`src/rtl/fpp_consts.svh`:
```
/*
  Constants of the floating-point pipeline phase sequencer: instruction
  field positions, phase numbers, packet geometry and reset values.
  Assumes it is included by bare name from each file that uses its macros.
*/
`ifndef FPP_CONSTS_SVH
`define FPP_CONSTS_SVH

// Packet geometry
`define FPP_SLOTS       8
`define FPP_UNITS       8
`define FPP_INSN_W      32
`define FPP_PKT_W       256
`define FPP_PKT_STRIDE  32'h0000_0020
`define FPP_PC_RESET    32'h0000_0000

// Instruction word fields
`define FPP_CLS_LSB     0
`define FPP_CLS_W       4
`define FPP_UNIT_LSB    4
`define FPP_UNIT_W      3
`define FPP_PAR_BIT     7

// Execute phase numbers
`define FPP_E1          1
`define FPP_E2          2
`define FPP_E3          3
`define FPP_E4          4
`define FPP_E5          5
`define FPP_E6          6
`define FPP_E7          7
`define FPP_E9          9
`define FPP_E10         10
`define FPP_NUM_E       10

// One-hot class decode width
`define FPP_HOT_W       16

`endif

```
`src/rtl/fpp_pkg.sv`:
```
/*
  Types of the floating-point pipeline phase sequencer.
  Assumes nothing beyond a SystemVerilog compiler.
*/
package fpp_pkg;

  typedef enum logic [3:0] {
    cls_nop          = 4'h0,
    cls_single       = 4'h1,
    cls_mpy16        = 4'h2,
    cls_store        = 4'h3,
    cls_load         = 4'h4,
    cls_branch       = 4'h5,
    cls_dp2          = 4'h6,
    cls_four         = 4'h7,
    cls_int_to_dbl   = 4'h8,
    cls_dp_cmp       = 4'h9,
    cls_dbl_addsub   = 4'ha,
    cls_int32_mpy    = 4'hb,
    cls_int_mpy_dbl  = 4'hc,
    cls_dbl_mpy      = 4'hd
  } fpp_class_t;

endpackage

```
`src/rtl/fpp_fetch.sv`:
```
/*
  Program fetch phases: address generate, address send, access wait and
  packet receive. Assumes a synchronous program memory that returns the
  packet for prog_addr_o one cycle after it is presented.
*/
`timescale 1ns/1ps
`include "fpp_consts.svh"

module fpp_fetch (
  // Clock and reset
  input  wire logic                   core_clk_i,
  input  wire logic                   rst_n_i,
  // Control from dispatch and branch
  input  wire logic                   advance_i,
  input  wire logic                   redirect_i,
  input  wire logic [31:0]            redirect_addr_i,
  // Program memory
  input  wire logic [`FPP_PKT_W-1:0]  prog_data_i,
  output logic      [31:0]            prog_addr_o,
  output logic                        prog_req_o,
  // Packet at the boundary
  output logic                        pr_valid_o,
  output logic      [`FPP_PKT_W-1:0]  pr_packet_o
);

  logic [31:0]            pg_addr;
  logic                   pw_valid;
  logic                   pw_fresh;
  logic [`FPP_PKT_W-1:0]  pw_data;

  // Memory answers once; hold it if the wait phase stalls
  wire [`FPP_PKT_W-1:0] pw_packet = pw_fresh ? prog_data_i : pw_data;
  wire [31:0] pg_step = 32'(pg_addr + `FPP_PKT_STRIDE);
  // Branch replaces the packet now in address generate
  wire [31:0] next_pg = redirect_i ? redirect_addr_i : (advance_i ? pg_step : pg_addr);

  always_ff @(posedge core_clk_i or negedge rst_n_i) begin
    if (!rst_n_i) begin
      pg_addr     <= `FPP_PC_RESET;
      prog_addr_o <= `FPP_PC_RESET;
      prog_req_o  <= 1'b0;
      pw_valid    <= 1'b0;
      pw_fresh    <= 1'b0;
      pw_data     <= '0;
      pr_valid_o  <= 1'b0;
      pr_packet_o <= '0;
    end else begin
      pg_addr  <= next_pg;
      pw_fresh <= advance_i & prog_req_o;
      if (pw_fresh) begin
        pw_data <= prog_data_i;
      end
      if (advance_i) begin
        prog_addr_o <= pg_addr;
        prog_req_o  <= 1'b1;
        pw_valid    <= prog_req_o;
        pr_valid_o  <= pw_valid;
        pr_packet_o <= pw_packet;
      end
    end
  end

endmodule

```
`src/rtl/fpp_exec_lane.sv`:
```
/*
  One functional unit's execute chain E1 to E10: carries the class of
  each live instruction one phase per cycle. Assumes the caller decodes
  the next-phase contents into registered events.
*/
`timescale 1ns/1ps
`include "fpp_consts.svh"

module fpp_exec_lane (
  // Clock and reset
  input  wire logic                       core_clk_i,
  input  wire logic                       rst_n_i,
  // Instruction leaving decode
  input  wire logic                       enter_i,
  input  wire logic                       cond_i,
  input  wire logic [3:0]                 cls_i,
  // Next contents of each execute phase
  output logic      [`FPP_NUM_E:1]        next_live_o,
  output logic      [`FPP_NUM_E:1][3:0]   next_cls_o
);

  logic [`FPP_NUM_E:1]      live;
  logic [`FPP_NUM_E:1][3:0] cls;

  // False condition stops the instruction before E1
  assign next_live_o[`FPP_E1] = enter_i & cond_i;
  assign next_cls_o[`FPP_E1]  = cls_i;

  for (genvar k = `FPP_E2; k <= `FPP_NUM_E; k++) begin : g_chain
    assign next_live_o[k] = live[k-1];
    assign next_cls_o[k]  = cls[k-1];
  end

  always_ff @(posedge core_clk_i or negedge rst_n_i) begin
    if (!rst_n_i) begin
      live <= '0;
      cls  <= '0;
    end else begin
      live <= next_live_o;
      cls  <= next_cls_o;
    end
  end

endmodule

```
`src/rtl/fpp_pipeline.sv`:
```
/*
  Floating-point pipeline phase sequencer: fetch, dispatch, decode and
  ten execute phases, with per-unit registered phase events.
  Assumes a synchronous program memory, and that register files, units
  and data memory act on the event outputs in the cycle they are high.
*/
`timescale 1ns/1ps
`include "fpp_consts.svh"

module fpp_pipeline (
  // Clock and reset
  input  wire logic                   core_clk_i,
  input  wire logic                   rst_n_i,
  // Program memory
  input  wire logic [`FPP_PKT_W-1:0]  prog_data_i,
  output logic      [31:0]            prog_addr_o,
  output logic                        prog_req_o,
  // From register files and units
  input  wire logic [`FPP_UNITS-1:0]  cond_i,
  input  wire logic [31:0]            br_target_i,
  input  wire logic [`FPP_UNITS-1:0]  sat_i,
  input  wire logic                   sat_clr_i,
  // Decode phase per unit
  output logic      [`FPP_UNITS-1:0]  dc_valid_o,
  // Operand reads per unit
  output logic      [`FPP_UNITS-1:0]  rd_full_o,
  output logic      [`FPP_UNITS-1:0]  rd_lo_o,
  output logic      [`FPP_UNITS-1:0]  rd_hi_o,
  output logic      [`FPP_UNITS-1:0]  rd_lo1_hi2_o,
  output logic      [`FPP_UNITS-1:0]  rd_hi1_lo2_o,
  // Register file writes per unit
  output logic      [`FPP_UNITS-1:0]  wr_full_o,
  output logic      [`FPP_UNITS-1:0]  wr_lo_o,
  output logic      [`FPP_UNITS-1:0]  wr_hi_o,
  // Address and data memory per unit
  output logic      [`FPP_UNITS-1:0]  agen_o,
  output logic      [`FPP_UNITS-1:0]  amod_wr_o,
  output logic      [`FPP_UNITS-1:0]  addr_send_o,
  output logic      [`FPP_UNITS-1:0]  wdata_send_o,
  output logic      [`FPP_UNITS-1:0]  mem_access_o,
  output logic      [`FPP_UNITS-1:0]  ld_return_o,
  output logic      [`FPP_UNITS-1:0]  ld_wr_o,
  // Completion, branch and saturation
  output logic      [`FPP_UNITS-1:0]  done_o,
  output logic      [`FPP_UNITS-1:0]  branch_o,
  output logic                        saturation_flag_o
);

  // Fetch and dispatch state
  logic                                 pr_valid;
  logic [`FPP_PKT_W-1:0]                pr_packet;
  logic                                 dp_valid;
  logic [`FPP_SLOTS-1:0][`FPP_INSN_W-1:0] dp_packet;
  logic [`FPP_SLOTS-1:0]                dp_left;
  logic [`FPP_SLOTS-1:0]                ep;
  logic [`FPP_SLOTS-1:0]                par;
  logic [`FPP_UNITS-1:0][3:0]           dc_cls;

  // Execute chain contents per unit
  logic [`FPP_UNITS-1:0][`FPP_NUM_E:1]      nl;
  logic [`FPP_UNITS-1:0][`FPP_NUM_E:1][3:0] nc;

  // Next values of the registered events
  logic [`FPP_UNITS-1:0] next_dc_valid;
  logic [`FPP_UNITS-1:0][3:0] next_dc_cls;
  logic [`FPP_UNITS-1:0] next_rd_full;
  logic [`FPP_UNITS-1:0] next_rd_lo;
  logic [`FPP_UNITS-1:0] next_rd_hi;
  logic [`FPP_UNITS-1:0] next_rd_lo1_hi2;
  logic [`FPP_UNITS-1:0] next_rd_hi1_lo2;
  logic [`FPP_UNITS-1:0] next_wr_full;
  logic [`FPP_UNITS-1:0] next_wr_lo;
  logic [`FPP_UNITS-1:0] next_wr_hi;
  logic [`FPP_UNITS-1:0] next_agen;
  logic [`FPP_UNITS-1:0] next_amod_wr;
  logic [`FPP_UNITS-1:0] next_addr_send;
  logic [`FPP_UNITS-1:0] next_wdata_send;
  logic [`FPP_UNITS-1:0] next_mem_access;
  logic [`FPP_UNITS-1:0] next_ld_return;
  logic [`FPP_UNITS-1:0] next_ld_wr;
  logic [`FPP_UNITS-1:0] next_done;
  logic [`FPP_UNITS-1:0] next_branch;
  logic [`FPP_UNITS-1:0] next_sat_set;

  // Execute packet: first remaining slot plus the parallel run after it
  for (genvar i = 0; i < `FPP_SLOTS; i++) begin : g_ep
    assign par[i] = dp_packet[i][`FPP_PAR_BIT];
    if (i == 0) begin : g_first
      assign ep[i] = dp_valid & dp_left[i];
    end else begin : g_rest
      assign ep[i] = dp_valid & dp_left[i] &
                     (!dp_left[i-1] | (ep[i-1] & par[i-1]));
    end
  end

  wire last_ep   = ((dp_left & ~ep) == '0);
  wire dp_adv    = !dp_valid | last_ep;
  wire redirect  = |next_branch;

  fpp_fetch u_fetch (
    .core_clk_i      (core_clk_i),
    .rst_n_i         (rst_n_i),
    .advance_i       (dp_adv),
    .redirect_i      (redirect),
    .redirect_addr_i (br_target_i),
    .prog_data_i     (prog_data_i),
    .prog_addr_o     (prog_addr_o),
    .prog_req_o      (prog_req_o),
    .pr_valid_o      (pr_valid),
    .pr_packet_o     (pr_packet)
  );

  // Route each dispatched instruction to the unit its word names
  for (genvar u = 0; u < `FPP_UNITS; u++) begin : g_unit
    logic [`FPP_SLOTS-1:0] hit;
    logic [`FPP_NUM_E:1][`FPP_HOT_W-1:0] h;
    logic [`FPP_HOT_W-1:0] e1;

    for (genvar i = 0; i < `FPP_SLOTS; i++) begin : g_hit
      assign hit[i] = ep[i] &
        (dp_packet[i][`FPP_UNIT_LSB +: `FPP_UNIT_W] == `FPP_UNIT_W'(u)) &
        (dp_packet[i][`FPP_CLS_LSB +: `FPP_CLS_W] != fpp_pkg::cls_nop);
    end

    always_comb begin
      next_dc_cls[u] = 4'h0;
      for (int i = 0; i < `FPP_SLOTS; i++) begin
        next_dc_cls[u] = next_dc_cls[u] |
          (hit[i] ? dp_packet[i][`FPP_CLS_LSB +: `FPP_CLS_W] : 4'h0);
      end
    end
    assign next_dc_valid[u] = |hit;

    fpp_exec_lane u_lane (
      .core_clk_i  (core_clk_i),
      .rst_n_i     (rst_n_i),
      .enter_i     (dc_valid_o[u]),
      .cond_i      (cond_i[u]),
      .cls_i       (dc_cls[u]),
      .next_live_o (nl[u]),
      .next_cls_o  (nc[u])
    );

    // One-hot class per phase, live instructions only
    for (genvar k = `FPP_E1; k <= `FPP_NUM_E; k++) begin : g_hot
      assign h[k] = nl[u][k] ? (`FPP_HOT_W'(1) << nc[u][k]) : '0;
    end
    // E1 reads happen whatever the condition
    assign e1 = dc_valid_o[u] ? (`FPP_HOT_W'(1) << dc_cls[u]) : '0;

    assign next_rd_lo[u] = e1[fpp_pkg::cls_dp_cmp] | e1[fpp_pkg::cls_dbl_addsub] |
                           e1[fpp_pkg::cls_dbl_mpy];
    assign next_rd_full[u] = (dc_valid_o[u] & !next_rd_lo[u] &
                              !e1[fpp_pkg::cls_nop]) |
      h[`FPP_E2][fpp_pkg::cls_int32_mpy] | h[`FPP_E2][fpp_pkg::cls_int_mpy_dbl] |
      h[`FPP_E3][fpp_pkg::cls_int32_mpy] | h[`FPP_E3][fpp_pkg::cls_int_mpy_dbl] |
      h[`FPP_E4][fpp_pkg::cls_int32_mpy] | h[`FPP_E4][fpp_pkg::cls_int_mpy_dbl];
    assign next_rd_hi[u] = h[`FPP_E2][fpp_pkg::cls_dp_cmp] |
                           h[`FPP_E2][fpp_pkg::cls_dbl_addsub] |
                           h[`FPP_E4][fpp_pkg::cls_dbl_mpy];
    assign next_rd_lo1_hi2[u] = h[`FPP_E2][fpp_pkg::cls_dbl_mpy];
    assign next_rd_hi1_lo2[u] = h[`FPP_E3][fpp_pkg::cls_dbl_mpy];

    assign next_wr_full[u] = h[`FPP_E1][fpp_pkg::cls_single] |
                             h[`FPP_E2][fpp_pkg::cls_mpy16] |
                             h[`FPP_E2][fpp_pkg::cls_dp_cmp] |
                             h[`FPP_E4][fpp_pkg::cls_four] |
                             h[`FPP_E9][fpp_pkg::cls_int32_mpy];
    assign next_wr_lo[u] = h[`FPP_E1][fpp_pkg::cls_dp2] |
                           h[`FPP_E4][fpp_pkg::cls_int_to_dbl] |
                           h[`FPP_E6][fpp_pkg::cls_dbl_addsub] |
                           h[`FPP_E9][fpp_pkg::cls_int_mpy_dbl] |
                           h[`FPP_E9][fpp_pkg::cls_dbl_mpy];
    assign next_wr_hi[u] = h[`FPP_E2][fpp_pkg::cls_dp2] |
                           h[`FPP_E5][fpp_pkg::cls_int_to_dbl] |
                           h[`FPP_E7][fpp_pkg::cls_dbl_addsub] |
                           h[`FPP_E10][fpp_pkg::cls_int_mpy_dbl] |
                           h[`FPP_E10][fpp_pkg::cls_dbl_mpy];

    assign next_agen[u] = e1[fpp_pkg::cls_load] | e1[fpp_pkg::cls_store];
    assign next_amod_wr[u] = h[`FPP_E1][fpp_pkg::cls_load] |
                             h[`FPP_E1][fpp_pkg::cls_store];
    assign next_addr_send[u] = h[`FPP_E2][fpp_pkg::cls_load] |
                               h[`FPP_E2][fpp_pkg::cls_store];
    assign next_wdata_send[u] = h[`FPP_E2][fpp_pkg::cls_store];
    assign next_mem_access[u] = h[`FPP_E3][fpp_pkg::cls_load] |
                                h[`FPP_E3][fpp_pkg::cls_store];
    assign next_ld_return[u] = h[`FPP_E4][fpp_pkg::cls_load];
    assign next_ld_wr[u] = h[`FPP_E5][fpp_pkg::cls_load];
    assign next_branch[u] = h[`FPP_E1][fpp_pkg::cls_branch];

    assign next_done[u] = h[`FPP_E1][fpp_pkg::cls_single] |
      h[`FPP_E2][fpp_pkg::cls_mpy16] | h[`FPP_E2][fpp_pkg::cls_dp2] |
      h[`FPP_E2][fpp_pkg::cls_dp_cmp] | h[`FPP_E3][fpp_pkg::cls_store] |
      h[`FPP_E4][fpp_pkg::cls_four] | h[`FPP_E5][fpp_pkg::cls_load] |
      h[`FPP_E5][fpp_pkg::cls_int_to_dbl] | h[`FPP_E7][fpp_pkg::cls_dbl_addsub] |
      h[`FPP_E9][fpp_pkg::cls_int32_mpy] | h[`FPP_E10][fpp_pkg::cls_int_mpy_dbl] |
      h[`FPP_E10][fpp_pkg::cls_dbl_mpy];

    // Unit reports saturation in E1 (single) or E2 (multiply)
    assign next_sat_set[u] = sat_i[u] & (h[`FPP_E2][fpp_pkg::cls_single] |
                                         h[`FPP_E3][fpp_pkg::cls_mpy16]);
  end

  always_ff @(posedge core_clk_i or negedge rst_n_i) begin
    if (!rst_n_i) begin
      dp_valid  <= 1'b0;
      dp_packet <= '0;
      dp_left   <= '0;
    end else if (dp_adv) begin
      dp_valid  <= pr_valid;
      dp_packet <= pr_packet;
      dp_left   <= '1;
    end else begin
      dp_left   <= dp_left & ~ep;
    end
  end

  always_ff @(posedge core_clk_i or negedge rst_n_i) begin
    if (!rst_n_i) begin
      dc_valid_o        <= '0;
      dc_cls            <= '0;
      rd_full_o         <= '0;
      rd_lo_o           <= '0;
      rd_hi_o           <= '0;
      rd_lo1_hi2_o      <= '0;
      rd_hi1_lo2_o      <= '0;
      wr_full_o         <= '0;
      wr_lo_o           <= '0;
      wr_hi_o           <= '0;
      agen_o            <= '0;
      amod_wr_o         <= '0;
      addr_send_o       <= '0;
      wdata_send_o      <= '0;
      mem_access_o      <= '0;
      ld_return_o       <= '0;
      ld_wr_o           <= '0;
      done_o            <= '0;
      branch_o          <= '0;
      saturation_flag_o <= 1'b0;
    end else begin
      dc_valid_o        <= next_dc_valid;
      dc_cls            <= next_dc_cls;
      rd_full_o         <= next_rd_full;
      rd_lo_o           <= next_rd_lo;
      rd_hi_o           <= next_rd_hi;
      rd_lo1_hi2_o      <= next_rd_lo1_hi2;
      rd_hi1_lo2_o      <= next_rd_hi1_lo2;
      wr_full_o         <= next_wr_full;
      wr_lo_o           <= next_wr_lo;
      wr_hi_o           <= next_wr_hi;
      agen_o            <= next_agen;
      amod_wr_o         <= next_amod_wr;
      addr_send_o       <= next_addr_send;
      wdata_send_o      <= next_wdata_send;
      mem_access_o      <= next_mem_access;
      ld_return_o       <= next_ld_return;
      ld_wr_o           <= next_ld_wr;
      done_o            <= next_done;
      branch_o          <= next_branch;
      // Set wins over a clear in the same cycle
      saturation_flag_o <= (saturation_flag_o & ~sat_clr_i) | (|next_sat_set);
    end
  end

  wire d0 = dc_valid_o[0] & cond_i[0];
  wire [3:0] c0 = dc_cls[0];
endmodule

```
`config.mk`:
```
export PLATFORM = sky130hd
export DESIGN_NAME = fpp_pipeline
export DESIGN_NICKNAME = d
export VERILOG_FILES = /design/src/rtl/fpp_pkg.sv /design/src/rtl/fpp_fetch.sv /design/src/rtl/fpp_exec_lane.sv /design/src/rtl/fpp_pipeline.sv
export VERILOG_INCLUDE_DIRS = /design/src /design/src/rtl
export SDC_FILE = /design/constraint.sdc
export NUM_CORES = 1
export LEC_CHECK = 0
export BUFFER_PORTS_ARGS = -buffer_cell sky130_fd_sc_hd__buf_2
export CAP_MARGIN = 15
export CORE_MARGIN = 5
export CORE_UTILIZATION = 51
export DETAILED_ROUTE_END_ITERATION = 10
export GPL_TIMING_DRIVEN = 0
export PLACE_DENSITY = 0.87
export SYNTH_ARGS = -nofsm -noshare
export SYNTH_HDL_FRONTEND = slang
export SYNTH_SLANG_ARGS = --single-unit
```
`constraint.sdc`:
```
create_clock -name core_clk_i -period 2.27 [get_ports core_clk_i]
set_input_delay 0.454 -clock core_clk_i [delete_from_list [all_inputs] [get_ports core_clk_i]]
set_output_delay 0.454 -clock core_clk_i [all_outputs]
set_load 0.005 [all_outputs]
```
Yosys cells after proc, flatten, opt, wreduce, memory -nomap -nowiden:

Cells that the tools add are included.
Widths: inputs -> output; s select.

* register bits after elaboration: 1164
* input bits: 307
* output and inout bits: 178
* logic and storage cells: 1002

* add/subtract/negate cells: 1
* eq/ne operators: 56
* shifts and indexed selects: 72
* mux-type cells: 148
* bitwise logic cells: 548
* reductions and logical operators: 52

Operator list (number)
* $mux 14: 48
* $shl 1x4->14 const A: 48
* $or 1x1->1: 305
* $mux 256: 1
* $mux 4: 64
* $or 4x4->4: 56
* $and 1x1->1: 184
* $mux 11: 16
* $shl 1x4->11 const A: 16
* $eq 3x3->1 const B: 32
* $reduce_or 8->1: 10
* $mux 9: 8
* $shl 1x4->9 const A: 8
* $mux 32: 2
* $mux 7: 8
* $eq 3x2->1 const B: 16
* $add 32x6->32 const B: 1
* $reduce_bool 4->1: 8
* $eq 3x1->1 const B: 8
* $logic_not 1->1: 24
* $logic_not 3->1: 8
* $and 8x8->8: 1
* $logic_not 8->1: 1
* $mux 8: 1
* 3 further kinds: 3

Logic depth before layout (Yosys ltp):

* word-level depth: 28
* gate-level depth with buffers: 11

By module:

From an unflattened synthesis, not the netlist that was laid out.

* cells, all modules: 3194
* area, all modules: 44961.9 µm²

By module, submodules not included
* fpp_fetch: instances 1, cells an instance 1341, area an instance 21837.2 µm²
* fpp_pipeline: instances 1, cells an instance 1453, area an instance 13825.8 µm²
* fpp_exec_lane: instances 8, cells an instance 50, area an instance 1162.4 µm²

Worst setup path after synthesis:

Ideal clock, no wire load.

* path type: flip-flop to flip-flop
* from: register dp_packet[33] in the netlist's numbering
* to: register dc_valid_o[7]
* library setup time: 0.139 ns
* arrival time: 2.046 ns
* required time: 2.131 ns
* path slack: 0.085 ns
* stages on the path, launching flop included: 9
* path buffers: 2
* path through: dfrtp_1 > buf_6 > or4_4 > and3_4 > buf_6 > a22o_1 > a211o_1 > a211oi_2 > o221ai_1

* cells in the longest elaborated chain, start to end: 3

Ends and longest elaborated chain
* start, declared: RTL line fpp_pipeline.sv:53 `` logic [`FPP_SLOTS-1:0][`FPP_INSN_W-1:0] dp_packet; ``
* start signal, assigned: RTL line fpp_pipeline.sv:212 `dp_packet <= pr_packet;`
* $reduce_bool 4->1: RTL line fpp_pipeline.sv:122 `` (dp_packet[i][`FPP_CLS_LSB +: `FPP_CLS_W] != fpp_pkg::cls_nop); ``
* $and 1x1->1: RTL line fpp_pipeline.sv:120 `assign hit[i] = ep[i] &`
* $reduce_or 8->1: RTL line fpp_pipeline.sv:132 `assign next_dc_valid[u] = |hit;`
* via next_dc_valid[7]: RTL line fpp_pipeline.sv:64 `` logic [`FPP_UNITS-1:0] next_dc_valid; ``
* end signal, assigned: RTL line fpp_pipeline.sv:242 `dc_valid_o <= next_dc_valid;`
* end, declared: RTL line fpp_pipeline.sv:24 `` output logic [`FPP_UNITS-1:0] dc_valid_o, ``

The timed path passes the listed nets, and every way through them passes these cells.
A chain may end at the register's enable or synchronous reset.

Final worst setup path:

* from: register dp_packet[34] in the netlist's numbering
* to: register dc_valid_o[1]

The elaborated chain is that of the path after synthesis.

==> flow_results.org <==
** Clock network
- TritonCTS buffer count :: approximately 80
- Root cell of the clock tree :: sky130_fd_sc_hd__clkbuf_16
- The clock drives 795 sinks.
- Clock tree from TritonCTS :: done
- The clock passes through at most 3 buffers.
- At the later pin of the worst-skew pair, clock insertion delay measures 640 ps.
- Hold buffers post-CTS :: 3
- Clock transition at path regs :: 60 ps
- CTS H-Tree Depth :: 3

** Critical path
- The largest individual stage delay along the critical path comes from the cell sky130_fd_sc_hd__dfrtp_2.
- The signal on the critical path passes through or4_4 > and3b_2 > a22o_1 > a21o_1 > a211oi_2 > o2111ai_2.
- Launch point of the critical path :: dp_packet[34]
- Crit path DAT :: ~2800 ps
- Critical path class :: register to register
- Counting cells, the worst reg-to-reg path comes to 6.
- Slowest Stage Delay on Critical Path :: 510 ps
- Levels on crit path :: 6
- Max Fanout on Critical Path :: 10
- STA classifies the critical path endpoint as a register.
- The kind of cell with the highest combined delay along the critical path is compound AO/OA/AOI/OAI gates.
- The worst register-to-register path begins at dp_packet[34].
- Critical path startpoint category :: register
- Data required time at the worst endpoint :: 2750 ps
- Counting both buffers and inverters, the worst setup path holds a total of 0.

** Yosys
- After synthesis, the cell types taking the most area are sky130_fd_sc_hd__dfrtp_1 (66%), sky130_fd_sc_hd__nand2_1 (5.0%), sky130_fd_sc_hd__nor2_1 (3.6%).
- Synthesized instance count :: 2,599
- Yosys top cell by area :: sky130_fd_sc_hd__dfrtp_1
- The fraction of the mapped netlist area in compound gates was 0.09519.
- Syn. warnings :: 0
- In this run, synthesis inferred 0 flip-flops with an integrated enable.
- Sequential cell area fraction in the yosys report :: 0.6566
- Of the total synthesized cell area, the portion taken by AND, OR, NAND and NOR gates is 0.1939.
- After synthesis, the largest family of logic cells by area is simple AND/OR/NAND/NOR gates.
- The most used flip-flop cell after synthesis is sky130_fd_sc_hd__dfrtp_1.
- Of the total synthesized cell area, the portion taken by XOR and XNOR cells is 0.002602.
- Netlist Area Pre-Place :: 30,300 um^2
- The average instance in the mapped netlist occupies 11.66 um^2.
- Top-area cell type share of the netlist area :: 0.6566
- Arithmetic-cell share of the synthesized area counting full adders, half adders and majority gates :: 0.0004130
- After synthesis, the share of cell area in mux cells is 0.02845.
- Of all flip-flops after synthesis, the portion carrying an async set or reset was 1.000.
- The synthesized netlist contains 90 unique library cells.
- Synthesized net count :: 2,907
- The synthesized design contains 795 register bits.

** Detailed routing
- Dividing the detail-routed via count by the number of cells gives 5.932.
- DRC violations left :: 0
- Once detail routing completed, the nets flagged for antenna violations numbered 0.
- After the first detailed-routing iteration, the DRC count stood at 2,383.
- Total iterations of the first detailed-routing run :: 6
- Total detailed-routing wirelength :: 86.98 mm
- For this block, the via count after detailed routing is 23,010.
- Dividing the detail-routed wire length by the instance count gives 22.43 um.

** Layout
- Of the cells placed in the final design, the portion with a size suffix greater than 1 is 0.2644.
- Filler Cell Count :: 4,189
- In the final design database the tool counted 3,350 nets.
- Summing all multi-input logic gate instances after layout gives 10,680 um^2.
- Signed area change from the synthesized netlist to the final layout :: 23.56%
- The sequential cells in the finished layout cover a total of 19,920 um^2.
- 0 antenna diodes ended up in the layout.
- Core occupancy in the finished layout :: 0.6355

** Timing
- At the pin with the least slew margin, the transition time is 1088 ps.
- Setup violation total in the final timing report :: 20
- Relative slew slack :: 0.2744
- The hold violation count in the final report came to roughly 110.
- Worst Hold Slack :: -231.4 ps
- Fin crit share :: 1.039
- Number of pins exceeding their max-slew limit in the final report :: 0
- Final critical-path setup slack :: -88.17 ps
- Worst-case clock skew :: 25.43 ps
- The routed design could run at a clock period as short as 2358 ps.
- Unrepaired setup endpoints after global routing :: yes
- Timing would allow up to 0.4241 GHz.

** Placed design
- At the placement stage, the worst setup path has a slack of -736.3 ps.
- Detailed placement ended at an HPWL of 58.94 mm.
- At the end of routability-driven placement, the weighted congestion stood at 1.018.
- IO buf count :: around 290

** Floorplan
- Boundary pin count :: 485
- Effective utilization at floorplan :: 0.5143
- Die outline width :: 253.7 um
- In this run the vertical extent of the chip is 253.7 um.
- Total Die Area :: between 60,000 and 70,000 um^2
- In this run the core area contains 89 standard-cell rows.
- Core Footprint :: between 50,000 and 60,000 um^2

** Power
- Power density over the cells :: 1431 nW/um^2
- Peak supply drop :: 0.0009234 V
- Leakage power :: 0.01796 uW

** Min path
- The worst hold path belongs to the class input pin to async pin.

** Global routing
- The initial antenna violation count is 2.
- Global-route wire length before repair :: approximately 130 mm
- GRT overflow :: 0
- For this run, the total global-route usage over all layers was measured as 0.2636.
- The via count of the first global-routing pass was ~23,000.
- Entering global routing, the biggest net connects 130 pins.

** Run status
- The run finished, with violations left.
- The checks that failed: negative hold slack, negative setup slack.

** Run
- The tool flagged a number of max-cap violations equal to 0.
==> metrics by stage <==
stage | instance area [um^2] | total power [uW] | setup TNS [ps] | cells
3_3_place_gp | 32720 | 36120 | - | 3663
3_5_place_dp | 32900 | 36740 | -156320 | 3669
4_1_cts | 36610 | 52190 | -805.2 | 3832
6_report | 37440 | 53590 | -647.7 | 3878
5_1_grt | 37440 | 56350 | -3543 | 3878
2_1_floorplan | 30300 | 30790 | 0 | 2599
==> cells in the mapped netlist (all sizes together), types with 9 or more instances <==
library cell / n
nor3b: 43
mux2: 73
a22oi: 9
o211ai: 40
a221oi: 31
nand4: 21
a32oi: 50
o21ai: 78
or4: 23
nand2b: 30
buf: 50
a31oi: 43
o31ai: 20
nand2: 407
and3b: 18
clkbuf: 57
nor3: 36
nand3b: 14
inv: 52
nor2: 292
nor4: 26
a21oi: 16
and2: 38
nor2b: 57
nand4b: 30
and3: 20
a22o: 11
dfrtp: 795
or3: 14
nand3: 65
and4: 10
==> path summary, 6_finish.rpt <==
kind | slack (ps) | endpoint
min in group core_clk_i | 30 | u_fetch.pg_addr[4]
setup reg to reg | -90 | dc_valid_o[1]
setup / recovery | -90 | dc_valid_o[1]
max in group asynchronous | 520 | dp_packet[35]
hold reg to reg | 350 | g_unit[2].u_lane.next_cls_o[34]
hold / removal | -230 | g_unit[1].u_lane.next_cls_o[27]
==> cell usage in the layout (no fill, tap or decap), types with 49 or more instances in the layout <==
| master | n |
|---|---|
| sky130_fd_sc_hd__mux2_2 | 73 |
| sky130_fd_sc_hd__nor2_1 | 281 |
| sky130_fd_sc_hd__nor2b_1 | 54 |
| sky130_fd_sc_hd__buf_4 | 81 |
| sky130_fd_sc_hd__clkbuf_16 | 81 |
| sky130_fd_sc_hd__inv_1 | 49 |
| sky130_fd_sc_hd__buf_2 | 303 |
| sky130_fd_sc_hd__dfrtp_1 | 779 |
| sky130_fd_sc_hd__nand3_1 | 62 |
| sky130_fd_sc_hd__nand2_1 | 405 |
| sky130_fd_sc_hd__o21ai_0 | 51 |
==> cell type report <==
class / count / area share
Buffer: 86 / 0.01461
Inverter: 52 / 0.005414
Sequential cell: 795 / 0.5320
Clock buffer: 105 / 0.05969
Timing Repair Buffer: 380 / 0.06353
Multi-Input combinational cell: 1648 / 0.2852
Tap cell: 773 / 0.02583
Clock inverter: 39 / 0.01370
==> worst reg2reg max path: cells and delay by family, from the launching register on <==
kind,cells,cell delay [ps]
and+or+nand+nor,2,810
AOI/OAI and AO/OA,4,900
DFF,1,510
==> registers in the layout, summed over array words and instances (netlist names), 28 cells and up <==
name,cells
u_fetch.pw_data,63
g_unit.u_lane.next_cls_o,280
u_fetch.pg_addr,32
u_fetch.pr_packet_o,63
dc_cls,28
dp_packet,63
g_unit.u_lane.live,72
u_fetch.prog_addr_o,32
==> kinds of logic after synthesis <==
group / Yosys count
compound gates: 384
fa+ha+maj: 1
mux: 77
xor+xnor: 9
simple gates: 1174
flops: 795
buf+inv: 159
==> what timing repair did <==
action,CTS,global route
pin swaps,54,52
gates resized for setup,195,111
buffers inserted,31,44
cloned,2,6
endpoints found under the setup margin,243,345
endpoints found under the hold margin,108,105
==> power breakdown <==
part | total, uW | switching, uW | internal (uW)
Clock | 13500 | 5680 | 7850
Combinational | 17900 | 11000 | 6850
Sequential | 22200 | 3810 | 18400
==> routing by layer <==
metal / up-vias / part of all wire / track usage
li1: 10110 / - / -
met1: 11510 / 0.39 / 0.3526
met2: 1114 / 0.49 / 0.4315
met3: 264 / 0.076 / 0.04616
met4: 4 / 0.047 / 0.1118
met5: - / 0.00031 / 0
Power figures use the tool's default switching activity.
